===== config.mk =====
export PLATFORM = sky130hd
export DESIGN_NAME = mds_core
export DESIGN_NICKNAME = d
export VERILOG_FILES = /design/src/mds_pkg.sv /design/src/mds_mem_if.sv /design/src/mds_ram.sv /design/src/mds_alu.sv /design/src/mds_core.sv
export SDC_FILE = /design/constraint.sdc
export NUM_CORES = 1
export LEC_CHECK = 0
export BUFFER_PORTS_ARGS = -buffer_cell sky130_fd_sc_hd__buf_4
export CORE_MARGIN = 1
export CORE_UTILIZATION = 35
export DETAILED_ROUTE_END_ITERATION = 8
export PLACE_DENSITY = 0.57
export SYNTH_ARGS = -nofsm -noshare
export SYNTH_HDL_FRONTEND = slang
export SYNTH_SLANG_ARGS = --single-unit
export TNS_END_PERCENT = 30

===== constraint.sdc =====
create_clock -name sys_clk -period 8 [get_ports sys_clk]
set_input_delay 0.4 -clock sys_clk [delete_from_list [all_inputs] [get_ports sys_clk]]
set_output_delay 0.4 -clock sys_clk [all_outputs]
set_load 0.01 [all_outputs]

===== src/mds_pkg.sv =====
// Constants and types shared by the data-memory and status core.
// Assumes one 8-bit data space and a 16-bit program word.
package mds_pkg;
  // ****************************************
  // Data memory map
  // ****************************************
  localparam logic [7:0] ADDR_WIN0 = 8'h00;
  localparam logic [7:0] ADDR_PTR0 = 8'h01;
  localparam logic [7:0] ADDR_WIN1 = 8'h02;
  localparam logic [7:0] ADDR_PTR1 = 8'h03;
  localparam logic [7:0] ADDR_ACC = 8'h05;
  localparam logic [7:0] ADDR_TABLE_POINTER = 8'h07;
  localparam logic [7:0] ADDR_TABLE_HIGH_BYTE = 8'h08;
  localparam logic [7:0] ADDR_STAT = 8'h0a;
  localparam logic [7:0] GPR_BASE = 8'h80;
  localparam logic [7:0] DISP_BASE = 8'h40;
  localparam int GPR_WORDS = 96;
  localparam int DISP_WORDS = 21;
  localparam int PAGE_BITS = 8;
  localparam int PC_BITS = 11;
  localparam logic [7:0] READ_NONE = 8'h00;

  // ****************************************
  // Status field positions and reset values
  // ****************************************
  localparam int ST_C = 0;
  localparam int ST_AC = 1;
  localparam int ST_Z = 2;
  localparam int ST_OV = 3;
  localparam int ST_PDF = 4;
  localparam int ST_TO = 5;
  localparam logic [7:0] RST_BYTE = 8'h00;
  localparam logic RST_FLAG = 1'b0;
  localparam int TBL_CYCLES = 2;

  // ****************************************
  // Commands from the execution unit
  // ****************************************
  typedef enum logic [2:0] {OP_RD, OP_WR, OP_ALU, OP_BSET, OP_BCLR, OP_TRC,
    OP_TRL, OP_SYS} mds_op_e;
  typedef enum logic [3:0] {FN_ADD, FN_ADC, FN_SUB, FN_SBC, FN_AND, FN_OR,
    FN_XOR, FN_CPL, FN_INC, FN_DEC, FN_RRC, FN_RLC, FN_KICK, FN_HALT} mds_fn_e;
endpackage


===== src/mds_mem_if.sv =====
// Port bundle between the core and its general and display RAM.
// Assumes asynchronous read and write on the rising clock.
`timescale 1ns/1ps
`default_nettype none
interface mds_mem_if #(parameter int AW = 7);
  logic [AW-1:0] addr;
  logic we;
  logic [7:0] wdata;
  logic [7:0] rdata;
  modport core (output addr, output we, output wdata, input rdata);
  modport mem (input addr, input we, input wdata, output rdata);
endinterface
`default_nettype wire


===== src/mds_ram.sv =====
// General-purpose and display data memory in one array.
// Assumes the core resolves addresses and blocks unmapped writes.
`timescale 1ns/1ps
`default_nettype none
module mds_ram #(
  parameter int WORDS = 117,
  parameter int AW = 7
) (
  input wire logic sys_clk,
  mds_mem_if.mem port
);
  logic [7:0] mem_r [WORDS];

  // Read is combinational so a read-modify-write fits one cycle
  assign port.rdata = (32'(port.addr) < WORDS) ? mem_r[port.addr] : 8'h00;

  // Contents are not cleared by reset, like a real RAM
  always_ff @(posedge sys_clk)
  begin
    if (port.we && (32'(port.addr) < WORDS))
    begin
      mem_r[port.addr] <= port.wdata;
    end
  end
endmodule
`default_nettype wire


===== src/mds_alu.sv =====
// Eight-bit ALU with carry, nibble carry and signed wrap; the core derives zero.
// Assumes a is the accumulator and b the memory or immediate operand.
`timescale 1ns/1ps
`default_nettype none
module mds_alu (
  input wire logic [7:0] a,
  input wire logic [7:0] b,
  input wire logic cin,
  input wire mds_pkg::mds_fn_e fn,
  output logic [7:0] res,
  output logic c_out,
  output logic ac_out,
  output logic ov_out,
  output logic upd_arith,
  output logic upd_c
);
  logic [8:0] sum;
  logic [4:0] lo;
  logic [7:0] low7;
  logic [7:0] y;
  logic ci;

  // Subtraction is a + ~b + ci, so carry means no borrow
  always_comb
  begin
    y = b;
    ci = 1'b0;
    case (fn)
      mds_pkg::FN_ADC: ci = cin;
      mds_pkg::FN_SUB:
      begin
        y = ~b;
        ci = 1'b1;
      end
      mds_pkg::FN_SBC:
      begin
        y = ~b;
        ci = cin;
      end
      default: ci = 1'b0;
    endcase
    sum = {1'b0, a} + {1'b0, y} + {8'h00, ci};
    lo = {1'b0, a[3:0]} + {1'b0, y[3:0]} + {4'h0, ci};
    low7 = {1'b0, a[6:0]} + {1'b0, y[6:0]} + {7'h00, ci};
    res = sum[7:0];
    c_out = sum[8]; // RL15
    ac_out = lo[4]; // RL16
    ov_out = low7[7] ^ sum[8]; // RL18
    upd_arith = 1'b1;
    upd_c = 1'b0;
    case (fn)
      mds_pkg::FN_AND: res = a & b;
      mds_pkg::FN_OR: res = a | b;
      mds_pkg::FN_XOR: res = a ^ b;
      mds_pkg::FN_CPL: res = ~b;
      mds_pkg::FN_INC: res = b + 8'h01;
      mds_pkg::FN_DEC: res = b - 8'h01;
      mds_pkg::FN_RRC:
      begin
        res = {cin, b[7:1]};
        c_out = b[0]; // RL15
        upd_c = 1'b1;
      end
      mds_pkg::FN_RLC:
      begin
        res = {b[6:0], cin};
        c_out = b[7]; // RL15
        upd_c = 1'b1;
      end
      default: res = sum[7:0];
    endcase
    if (fn > mds_pkg::FN_SBC)
    begin
      upd_arith = 1'b0;
    end
  end
endmodule
`default_nettype wire


===== src/mds_core.sv =====
// Data memory, pointers, accumulator, table read and status core.
// Assumes the execution unit issues one command at a time and the
// program ROM answers in the same clock that prog_rd_r is high.
//
// How it works
// (RL1) Current-page table address is upper PC bits above 7 plus the pointer.
// (RL2) Last-page table address forces all bits above 7 to one.
// (RL3) Table read puts low byte at the target, high byte in 08H.
// (RL4) Table pointer at 07H is read/write and selects the table word.
// (RL5) Each table read takes two cycles to finish.
// (RL6) Software masks interrupts around table reads until high byte is saved.
// (RL7) Unused registers below 80H read as zero.
// (RL8) General RAM sits from 80H up, 48 or 96 bytes per variant.
// (RL9) Bit set and clear plus ALU operations work on any data location.
// (RL10) Addresses 00H and 02H go through pointers at 01H and 03H.
// (RL11) A pointer aimed at a window reads zero and ignores writes.
// (RL12) Pointers are 8 bits; only pointer one reaches display memory.
// (RL13) Accumulator at 05H takes ALU results and carries memory moves.
// (RL14) Status writes keep the watchdog flags; bits 7 and 6 read zero.
// (RL15) Carry follows add carry, subtract no-borrow and rotates.
// (RL16) Nibble carry follows the low nibble carry or no-borrow.
// (RL17) Zero flag is set for a zero arithmetic or logic result.
// (RL18) Signed wrap is carry into bit 7 xor carry out.
// (RL19) Sleep flag clears on power-up or kick, sets on halt.
// (RL20) Expiry flag clears on power-up, kick or halt, sets on time-out.
// (RL21) Neither calls nor interrupts save the status register.
// (RL22) With watchdog off its commands do nothing; on, it wakes from sleep.
`timescale 1ns/1ps
`default_nettype none
module mds_core #(
  parameter int GPR_WORDS = mds_pkg::GPR_WORDS,
  parameter int PC_W = mds_pkg::PC_BITS,
  parameter bit WDT_EN = 1'b1
) (
  input wire logic sys_clk,
  input wire logic sys_rst,
  input wire logic cmd_valid,
  input wire mds_pkg::mds_op_e cmd_op,
  input wire mds_pkg::mds_fn_e cmd_fn,
  input wire logic [7:0] cmd_addr,
  input wire logic [7:0] cmd_data,
  input wire logic cmd_imm,
  input wire logic cmd_to_acc,
  input wire logic [PC_W-1:0] pc_now,
  input wire logic [15:0] prog_data,
  input wire logic wdt_timeout,
  output logic cmd_ready_r,
  output logic rsp_valid_r,
  output logic [7:0] rsp_data_r,
  output logic prog_rd_r,
  output logic [PC_W-1:0] prog_addr_r,
  output logic [7:0] acc_r,
  output logic [7:0] status_r,
  output logic power_down_r,
  output logic wdt_wake_r,
  output logic wdt_reset_r
);
  localparam int WORDS = GPR_WORDS + mds_pkg::DISP_WORDS;
  localparam int AW = 7;
  localparam logic [7:0] GPR_TOP = 8'(32'(mds_pkg::GPR_BASE) + GPR_WORDS);
  localparam logic [7:0] DISP_TOP = 8'(32'(mds_pkg::DISP_BASE) + mds_pkg::DISP_WORDS);

  typedef enum logic {S_IDLE, S_TBL} mds_st_e;
  typedef struct packed {
    mds_st_e st;
    logic [7:0] ptr0;
    logic [7:0] ptr1;
    logic [7:0] acc;
    logic [7:0] table_pointer;
    logic [7:0] table_high_byte;
    logic [7:0] dest;
    logic c, ac, z, ov, sleep_entered_flag, to, pd;
    logic ready, rsp_valid, prog_rd, wake, wreset;
    logic [7:0] rsp_data;
    logic [PC_W-1:0] prog_addr;
  } mds_state_s;

  mds_state_s q, n;
  mds_mem_if #(.AW(AW)) mem ();
  logic [7:0] eff_addr, phys, rval, wr_val, alu_b, alu_res;
  logic ok, via1, gpr_hit, disp_hit, wr_en, acc_op;
  logic alu_c, alu_ac, alu_ov, alu_arith, alu_updc;

  // ****************************************
  // Sub-blocks
  // ****************************************
  mds_ram #(.WORDS(WORDS), .AW(AW)) u_ram (
    .sys_clk(sys_clk),
    .port(mem.mem)
  );

  mds_alu u_alu (
    .a(q.acc), // RL13
    .b(alu_b),
    .cin(q.c),
    .fn(cmd_fn),
    .res(alu_res),
    .c_out(alu_c),
    .ac_out(alu_ac),
    .ov_out(alu_ov),
    .upd_arith(alu_arith),
    .upd_c(alu_updc)
  );

  // ****************************************
  // Address resolution and read mux
  // ****************************************
  // Windows redirect through their pointer; a pointer aimed at a window is
  // refused, which also blocks window-to-window moves
  always_comb
  begin
    eff_addr = (q.st == S_TBL) ? q.dest : cmd_addr;
    via1 = (eff_addr == mds_pkg::ADDR_WIN1);
    phys = (eff_addr == mds_pkg::ADDR_WIN0) ? q.ptr0 : via1 ? q.ptr1 : eff_addr; // RL10
    ok = 1'b1;
    if ((eff_addr == mds_pkg::ADDR_WIN0 || eff_addr == mds_pkg::ADDR_WIN1) &&
        (phys == mds_pkg::ADDR_WIN0 || phys == mds_pkg::ADDR_WIN1))
    begin
      ok = 1'b0; // RL11
    end
    gpr_hit = ok && phys >= mds_pkg::GPR_BASE && phys < GPR_TOP; // RL8
    // Display memory answers only through pointer one
    disp_hit = ok && via1 && phys >= mds_pkg::DISP_BASE && phys < DISP_TOP; // RL12
    mem.addr = gpr_hit ? AW'(phys - mds_pkg::GPR_BASE)
      : AW'(32'(phys - mds_pkg::DISP_BASE) + GPR_WORDS);
    rval = mds_pkg::READ_NONE; // RL7
    if (gpr_hit || disp_hit)
    begin
      rval = mem.rdata;
    end
    else if (ok)
    begin
      case (phys)
        mds_pkg::ADDR_PTR0: rval = q.ptr0;
        mds_pkg::ADDR_PTR1: rval = q.ptr1;
        mds_pkg::ADDR_ACC: rval = q.acc;
        mds_pkg::ADDR_TABLE_POINTER: rval = q.table_pointer; // RL4
        mds_pkg::ADDR_TABLE_HIGH_BYTE: rval = q.table_high_byte;
        mds_pkg::ADDR_STAT: rval = status_r; // RL14
        default: rval = mds_pkg::READ_NONE; // RL7
      endcase
    end
    alu_b = cmd_imm ? cmd_data : rval;
  end

  // ****************************************
  // Next-state logic
  // ****************************************
  // Stack pushes live elsewhere; nothing here copies status on a call
  always_comb
  begin
    n = q; // RL21
    n.rsp_valid = 1'b0;
    n.prog_rd = 1'b0;
    n.wake = 1'b0;
    n.wreset = 1'b0;
    wr_en = 1'b0;
    wr_val = rval;
    acc_op = 1'b0;
    case (q.st)
      S_IDLE:
      begin
        if (cmd_valid && q.ready)
        begin
          n.pd = 1'b0;
          case (cmd_op)
            mds_pkg::OP_RD:
            begin
              n.rsp_data = rval;
              n.rsp_valid = 1'b1;
            end
            mds_pkg::OP_WR:
            begin
              wr_en = 1'b1;
              wr_val = cmd_data;
            end
            mds_pkg::OP_ALU:
            begin
              acc_op = 1'b1;
              wr_en = !cmd_to_acc; // RL9
              wr_val = alu_res;
            end
            mds_pkg::OP_BSET:
            begin
              wr_en = 1'b1; // RL9
              wr_val = rval | (8'h01 << cmd_data[2:0]);
            end
            mds_pkg::OP_BCLR:
            begin
              wr_en = 1'b1; // RL9
              wr_val = rval & ~(8'h01 << cmd_data[2:0]);
            end
            mds_pkg::OP_TRC, mds_pkg::OP_TRL:
            begin
              n.prog_addr = {pc_now[PC_W-1:mds_pkg::PAGE_BITS], q.table_pointer}; // RL1
              if (cmd_op == mds_pkg::OP_TRL)
              begin
                n.prog_addr[PC_W-1:mds_pkg::PAGE_BITS] = '1; // RL2
              end
              n.prog_rd = 1'b1;
              n.dest = cmd_addr;
              n.ready = 1'b0; // RL5
              n.st = S_TBL;
            end
            default:
            begin
              if (cmd_fn == mds_pkg::FN_KICK && WDT_EN) // RL22
              begin
                n.sleep_entered_flag = 1'b0; // RL19
                n.to = 1'b0; // RL20
              end
              else if (cmd_fn == mds_pkg::FN_HALT)
              begin
                n.sleep_entered_flag = 1'b1; // RL19
                n.to = 1'b0; // RL20
                n.pd = 1'b1;
              end
            end
          endcase
        end
      end
      S_TBL:
      begin
        // ROM word arrives now; finishing here makes the second cycle
        wr_en = 1'b1;
        wr_val = prog_data[7:0]; // RL3
        n.table_high_byte = prog_data[15:8]; // RL3
        n.rsp_data = prog_data[7:0];
        n.rsp_valid = 1'b1;
        n.ready = 1'b1; // RL5
        n.st = S_IDLE;
      end
      default: n.st = S_IDLE;
    endcase

    // Store; refused windows fall through as no-ops
    mem.we = wr_en && (gpr_hit || disp_hit); // RL11
    mem.wdata = wr_val;
    if (wr_en && ok && !gpr_hit && !disp_hit)
    begin
      case (phys)
        mds_pkg::ADDR_PTR0: n.ptr0 = wr_val;
        mds_pkg::ADDR_PTR1: n.ptr1 = wr_val;
        mds_pkg::ADDR_ACC: n.acc = wr_val;
        mds_pkg::ADDR_TABLE_POINTER: n.table_pointer = wr_val; // RL4
        mds_pkg::ADDR_STAT:
        begin
          n.c = wr_val[mds_pkg::ST_C]; // RL14
          n.ac = wr_val[mds_pkg::ST_AC];
          n.z = wr_val[mds_pkg::ST_Z];
          n.ov = wr_val[mds_pkg::ST_OV];
        end
        default: n.ptr0 = n.ptr0; // RL7
      endcase
    end

    // Flags from the ALU win over a store into status
    if (acc_op)
    begin
      if (cmd_to_acc)
      begin
        n.acc = alu_res; // RL13
      end
      if (!alu_updc)
      begin
        n.z = (alu_res == 8'h00); // RL17
      end
      if (alu_arith || alu_updc)
      begin
        n.c = alu_c; // RL15
      end
      if (alu_arith)
      begin
        n.ac = alu_ac; // RL16
        n.ov = alu_ov; // RL18
      end
    end

    // Time-out last, so it wins over a kick in the same cycle
    if (wdt_timeout && WDT_EN)
    begin
      n.to = 1'b1; // RL20
      if (q.pd)
      begin
        n.wake = 1'b1; // RL22
        n.pd = 1'b0;
      end
      else
      begin
        n.wreset = 1'b1;
      end
    end
  end

  // ****************************************
  // State register and outputs
  // ****************************************
  always_ff @(posedge sys_clk)
  begin
    if (sys_rst)
    begin
      q <= '0;
      q.st <= S_IDLE;
      q.ready <= 1'b1;
      q.sleep_entered_flag <= mds_pkg::RST_FLAG; // RL19
      q.to <= mds_pkg::RST_FLAG; // RL20
    end
    else
    begin
      q <= n;
    end
  end

  assign cmd_ready_r = q.ready;
  assign rsp_valid_r = q.rsp_valid;
  assign rsp_data_r = q.rsp_data;
  assign prog_rd_r = q.prog_rd;
  assign prog_addr_r = q.prog_addr;
  assign acc_r = q.acc;
  assign status_r = {2'b00, q.to, q.sleep_entered_flag, q.ov, q.z, q.ac, q.c}; // RL14
  assign power_down_r = q.pd;
  assign wdt_wake_r = q.wake;
  assign wdt_reset_r = q.wreset;

  logic take;
  assign take = cmd_valid && q.ready && q.st == S_IDLE;
endmodule
`default_nettype wire


# Yosys cells after proc, flatten, opt, wreduce, memory -nomap -nowiden
# Memory sizes are Yosys's and may differ from the RTL's.
# Cells that the tools add are included.
# W data, S select, Z words.
# op_classes
add_sub_neg	11
magnitude_cmp	6
n_eq_ne	32
shift	1
n_mux	60
bitwise	12
reduce_logical	42
# op_table
operator	n
$mux W8	14
$pmux W8 S8	1
$pmux W8 S6	1
$pmux W8 S2	2
$pmux W8 S4	1
$eq A4 B4 Y1 const B	6
$eq A8 B2 Y1 const B	3
$logic_not A8 Y1	3
$mux W1	21
$mux W19	1
$and A8 B8 Y8	2
$eq A4 B3 Y1 const B	4
$eq A8 B3 Y1 const B	2
$eq A8 B4 Y1 const B	2
$mux W16	1
$not A8 Y8	2
$or A8 B8 Y8	2
$logic_and A1 B1 Y1	12
$mux W4	3
$mux W11	1
$pmux W1 S2	5
$reduce_and A2 Y1	5
$reduce_or A2 Y1	5
$add A8 B8 Y9	1
42 further kinds	64
# totals
ff_bits	80
mem_bits_rw	936
inputBits	56
out_inout_bits	41
word_cells	186
mem_count	1
# mem_list
memory	depth	word_bits	rd	rd_ports_with_merged_regs	wr	line	text
u_ram.mem_r	117	8	1	0	1	mds_ram.sv:12	logic [7:0] mem_r [WORDS];

# Longest topological paths before layout
# depth
ltp_word	27
depth_mapped	32
ltp_nobuf	27

# Cells and area by module
# Synthesis repeated with hierarchy kept, for this count alone.
# hier_totals
hier_cells	3060
area_unflattened_um2	44044.7
# modules_own_cells
module	instances	cells_per_inst	area_each_um2	seq_area_each_um2
mds_ram	1	2170	37128.1	28107.0
mds_core	1	681	5341.4	1601.5
mds_alu	1	209	1575.3	0.0

# Worst setup path before layout
# No wires, ideal clock.
# synth_path
path_type	input to register
start	input cmd_addr[0]
end	memory u_ram.mem_r[0][6], data pin
setup_ns	0.462
arrival_ns	7.256
required_time_ns	7.538
path_slack_ns	0.282
cell_stages	29
n_path_buf	3
cell_sequence	or4_4 > or4_4 > buf_6 > a21oi_4 > o21a_4 > buf_6 > buf_2 > o211ai_1 > a22oi_1 > o21ai_0 > or3_1 > o2bb2ai_1 > o21ai_0 > nand2_1 > xnor2_1 > fa_1 > fa_1 > a21oi_1 > nor2_1 > nor2_1 > nor2b_1 > o21a_1 > o21ai_0 > a21o_1 > inv_1 > a311oi_1 > o21ai_1 > and2_1 > inv_1
# synth_between
elab_chain_cells	23
word_cells_on_any_way	53
cone_classes	7 x add/sub; 5 x order compare; 8 x eq/ne; 15 x mux; 6 x bitwise; 11 x reduce/logical; 1 x memory
# synth_lines
item	line	text
start: declaration	mds_core.sv:40	input wire logic [7:0] cmd_addr,
$mux W8 *	mds_core.sv:112	eff_addr = (q.st == S_TBL) ? q.dest : cmd_addr;
parallel branches: the longest is 12 deep, another holds $mem_v2 Z117 W8	-	
$mux W8 *	mds_core.sv:127	if (gpr_hit || disp_hit)
$mux W8	mds_core.sv:143	alu_b = cmd_imm ? cmd_data : rval;
$not A8 Y8	mds_alu.sv:32, mds_alu.sv:37, mds_alu.sv:55	
$mux W8	-	
$add A8 B8 Y9	mds_alu.sv:42	sum = {1'b0, a} + {1'b0, y} + {8'h00, ci};
$add A9 B1 Y9	mds_alu.sv:42	
$pmux W8 S8	mds_alu.sv:51	case (fn)
$pmux W8 S4	mds_core.sv:166	case (cmd_op)
$mux W8 *	mds_core.sv:163	if (cmd_valid && q.ready)
$pmux W8 S2 *	mds_core.sv:160	case (q.st)
named net mem.wdata[6]	mds_mem_if.sv:8	logic [7:0] wdata;
end: declaration	mds_ram.sv:12	
# Mark *: on every way through the listed nets, which the timed path passes.

# Worst setup path after layout
# layout_path
start	input cmd_addr[3]
end	memory u_ram.mem_r[102][7], data pin
# The elaborated chain is that of the path after synthesis.

==> summary.txt <==
Synthesis
  • Yosys reg bits: 1016
  • Post-synth EDFFs: 936
  • Post-synth ARST share: 0%
  • YS warnings: 0
  • Mean Syn Cell Area: 12.1 µm²
  • Cells after Synth: 3937
  • Ys flop type: edfxtp_1
  • Register area share after synthesis: 62.4%
  • Distinct cell type count after synthesis: 101
  • Mapped Area: 0.0476 mm²

Place
  • Gp weighted congestion: 0.940
  • # port buffers: 86
  • Inst Count DP: 5749
  • HPWL after detailed placement: 115000 µm

GRT
  • Total gr overflow: 0
  • Overall Global Routing Usage: 24.7%
  • Number of antenna violations at the first check in global routing: 4
  • First-pass GRT wire length: 248000 µm
  • Vias in the first global route: 34.6k
  • Largest net degree at the start of global routing: 73

Drt
  • Iteration-0 DRC count of the detailed router: 4862
  • Vias post-DR: 37.2k
  • DRC Markers: 0
  • Final ANT Viol Nets: 0
  • Wirelength per Cell: 29.4 µm
  • Vias per inst: 6.22
  • Drt total wl: 176000 µm
  • Pre-antenna DRT Iters: 6

Job
  • Max-cap violations: 1

Floorplan
  • Number of I/O pins: 97
  • Initial core utilization: 35.5%
  • Die W: 371 µm
  • Core box area: 0.134 mm²
  • Die area: 0.137 mm²
  • Rows: 134
  • Die Ht: 371 µm

Final layout
  • Area grow syn2layout: 17.4%
  • Layout Utilization: 41.7%
  • Final #Nets: 4212
  • Fillers: 12.5k
  • Post-route insts no fill: 5982
  • Share of post-route cells with drive strength above 1: 15.8%
  • Reg area: 0.0297 mm²
  • Multi-input logic area: 0.0162 mm²

STA
  • Final hold vios: 0
  • Setup Viol. Count Final: 0
  • Max Slew Vio Count: 14
  • Final min period: 7.95 ns
  • Worst clock skew: 0.0359 ns
  • Slew headroom: -2.34%
  • FMAX: 126 MHz
  • Slew @ Worst Pin: 1.53 ns
  • Fin crit share: 99.3%

Outcome
  • Status: finished, violations left
  • Failing checks: max-capacitance violations, max-slew violations

Power and ir drop
  • Power per cell area: 232 mW/mm²
  • Peak supply drop: 184 µV
  • Static leakage: 18.4 nW

CTS
  • Num CTS Buffers: 105
  • CTS clk-pin slew, worst paths: 0.06 ns
  • Latest clock arrival within the worst-skew pair: 0.74 ns
  • CTS tree: done
  • # H-tree levels: 3
  • CTS Buffer Depth: 3
  • CTS Root Buffer Type: clkbuf_16
  • Number of clock sinks: 1016

Worst setup path
  • CP max FO: 49
  • Crit path capture type: flop
  • Crit path largest cell delay: 0.78 ns
  • Slowest stage cell, crit path: nor2_2
  • Kind of start point of the critical path: input port
  • Worst EP arrival: 8.36 ns
  • Critical path class: input port to flop
  • CP Data Required Time: 8.41 ns

Hold path
  • Hold WC Path Type: input port to flop
-- power breakdown --
part | switching, mW | internal (mW) | leakage [nW] | total [mW]
registers | 0.00941 | 6.03 | 9.20 | 6.04
clock network | 2.15 | 2.91 | 1.72 | 5.06
logic | 1.29 | 0.586 | 7.52 | 1.87
-- flip-flops by register name (all words and copies together) (netlist names) --
register      cells
wdt_wake_r        1
cmd_ready_r       1
wdt_reset_r       1
power_down_r      1
acc_r             8
rsp_data_r        8
status_r          6
u_ram.mem_r     936
prog_addr_r      11
q                41
rsp_valid_r       1
prog_rd_r         1
-- critical path: cells and delay by family --
kind,cells,cell delay (ns)
compound gates,12,2.82
simple gates,7,2.81
buf+inv,7,1.62
fa+ha+maj,1,0.28
xor+xnor,2,0.33
-- metrics by stage --
step	area, µm²	hold WS [ns]	TNS, ns	setup WS, ns	total power, mW
5_1_grt	55900	0.0594	-0.0186	-0.00329	13.3
6_report	55900	0.0449	0	0.0544	13.0
4_1_cts	55700	0.00637	0	0.0959	13.0
2_1_floorplan	47600	0.437	0	0.282	7.04
3_5_place_dp	52000	0.448	-1.43	-0.0264	7.95
3_3_place_gp	52000	0.445	-4.62	-0.0558	7.94
-- layout by cell type (no fill, tap or decap), types with 30 or more instances in the layout --
cell       instances
nand4_1           30
a211oi_1          87
a32oi_1           68
buf_12            61
nand3_1          139
edfxtp_1         936
a22o_1           123
inv_1             33
o211ai_1          51
o21ai_0          115
a21oi_1          206
a221oi_1          66
nand2_1          475
buf_4            346
a22oi_1           99
nor2_1           253
nor3_1            38
clkbuf_16        107
o22ai_1          130
dfxtp_1           79
a32o_1            52
o221ai_1          73
mux2i_1          125
-- path summary, 6_finish.rpt --
kind / startpoint / endpoint / slack [ns] / cells past startpoint
worst max register to register: q[34]$_SDFFE_PP0P_ / u_ram.mem_r[102][7]$_DFFE_PP_ / 0.31 / 29
worst min register to register: prog_addr_r[2]$_SDFFE_PP0P_ / prog_addr_r[2]$_SDFFE_PP0P_ / 0.45 / 2
worst max-delay path: cmd_addr[3] / u_ram.mem_r[102][7]$_DFFE_PP_ / 0.05 / 29
worst min-delay path: prog_data[2] / rsp_data_r[2]$_SDFFE_PP0P_ / 0.04 / 3
-- Yosys cell counts (all sizes together), types with 10 or more instances --
| cell type | number | area share [%] |
|---|---|---|
| nand3 | 139 | 1.5 |
| nand2b | 12 | 0.16 |
| a22o | 123 | 2.3 |
| and2 | 28 | 0.37 |
| a32oi | 68 | 1.3 |
| a31oi | 18 | 0.24 |
| edfxtp | 936 | 59 |
| inv | 44 | 0.35 |
| and3 | 13 | 0.17 |
| o22ai | 135 | 1.8 |
| a21oi | 213 | 2.3 |
| dfxtp | 80 | 3.4 |
| or3 | 16 | 0.21 |
| o221ai | 73 | 1.3 |
| clkbuf | 180 | 1.4 |
| nand2 | 480 | 3.8 |
| nor2 | 260 | 2.1 |
| mux2 | 13 | 0.31 |
| a211oi | 89 | 1.4 |
| xnor2 | 14 | 0.26 |
| buf | 177 | 2.3 |
| o2111ai | 10 | 0.18 |
| nor4 | 15 | 0.23 |
| o211ai | 52 | 0.83 |
| ha | 29 | 0.76 |
| nor3 | 44 | 0.49 |
| a222oi | 14 | 0.29 |
| mux2i | 126 | 2.6 |
| a32o | 52 | 1.1 |
| a221oi | 69 | 1.3 |
| nand4 | 30 | 0.39 |
| o21ai | 132 | 1.4 |
| a22oi | 99 | 1.6 |
| a221o | 15 | 0.32 |
-- cell families after synthesis --
logic type	count (synthesis)	synth area share, %
AND/OR/NAND/NOR	1070	9.86
AO/OA/AOI/OAI	1257	19.4
flip-flops	1016	62.4
multiplexers	140	3.00
XOR/XNOR	18	0.331
other	1	0.00788
buffers and inverters	403	4.11
adder cells (fa/ha/maj)	32	0.889
-- layout make-up --
type,instances,area share (%)
Sequential cell,1016,53.2
Timing Repair Buffer,434,7.31
Inverter,46,0.345
Multi-Input combinational cell,2521,28.9
Clock buffer,121,4.92
Antenna cell,5,0.0224
Clock inverter,71,1.33
Tap cell,1768,3.96
-- timing repair --
action / CTS / global route
buffers inserted: 0 / 9
gates resized for setup: 0 / 15
hold endpoints to repair: 28 / 0
hold buffers: 25 / 0
endpoints found under the setup margin: 0 / 359
-- layer usage --
metal | part of all wire [%] | up-vias | GRT usage (%)
li1 | - | 16000 | -
met1 | 41 | 18900 | 33.6
met2 | 46 | 2086 | 38.9
met3 | 9.4 | 322 | 4.82
met4 | 3.9 | 4 | 9.37
met5 | 0.079 | - | 0.664
(Power assumes the default switching activity.)
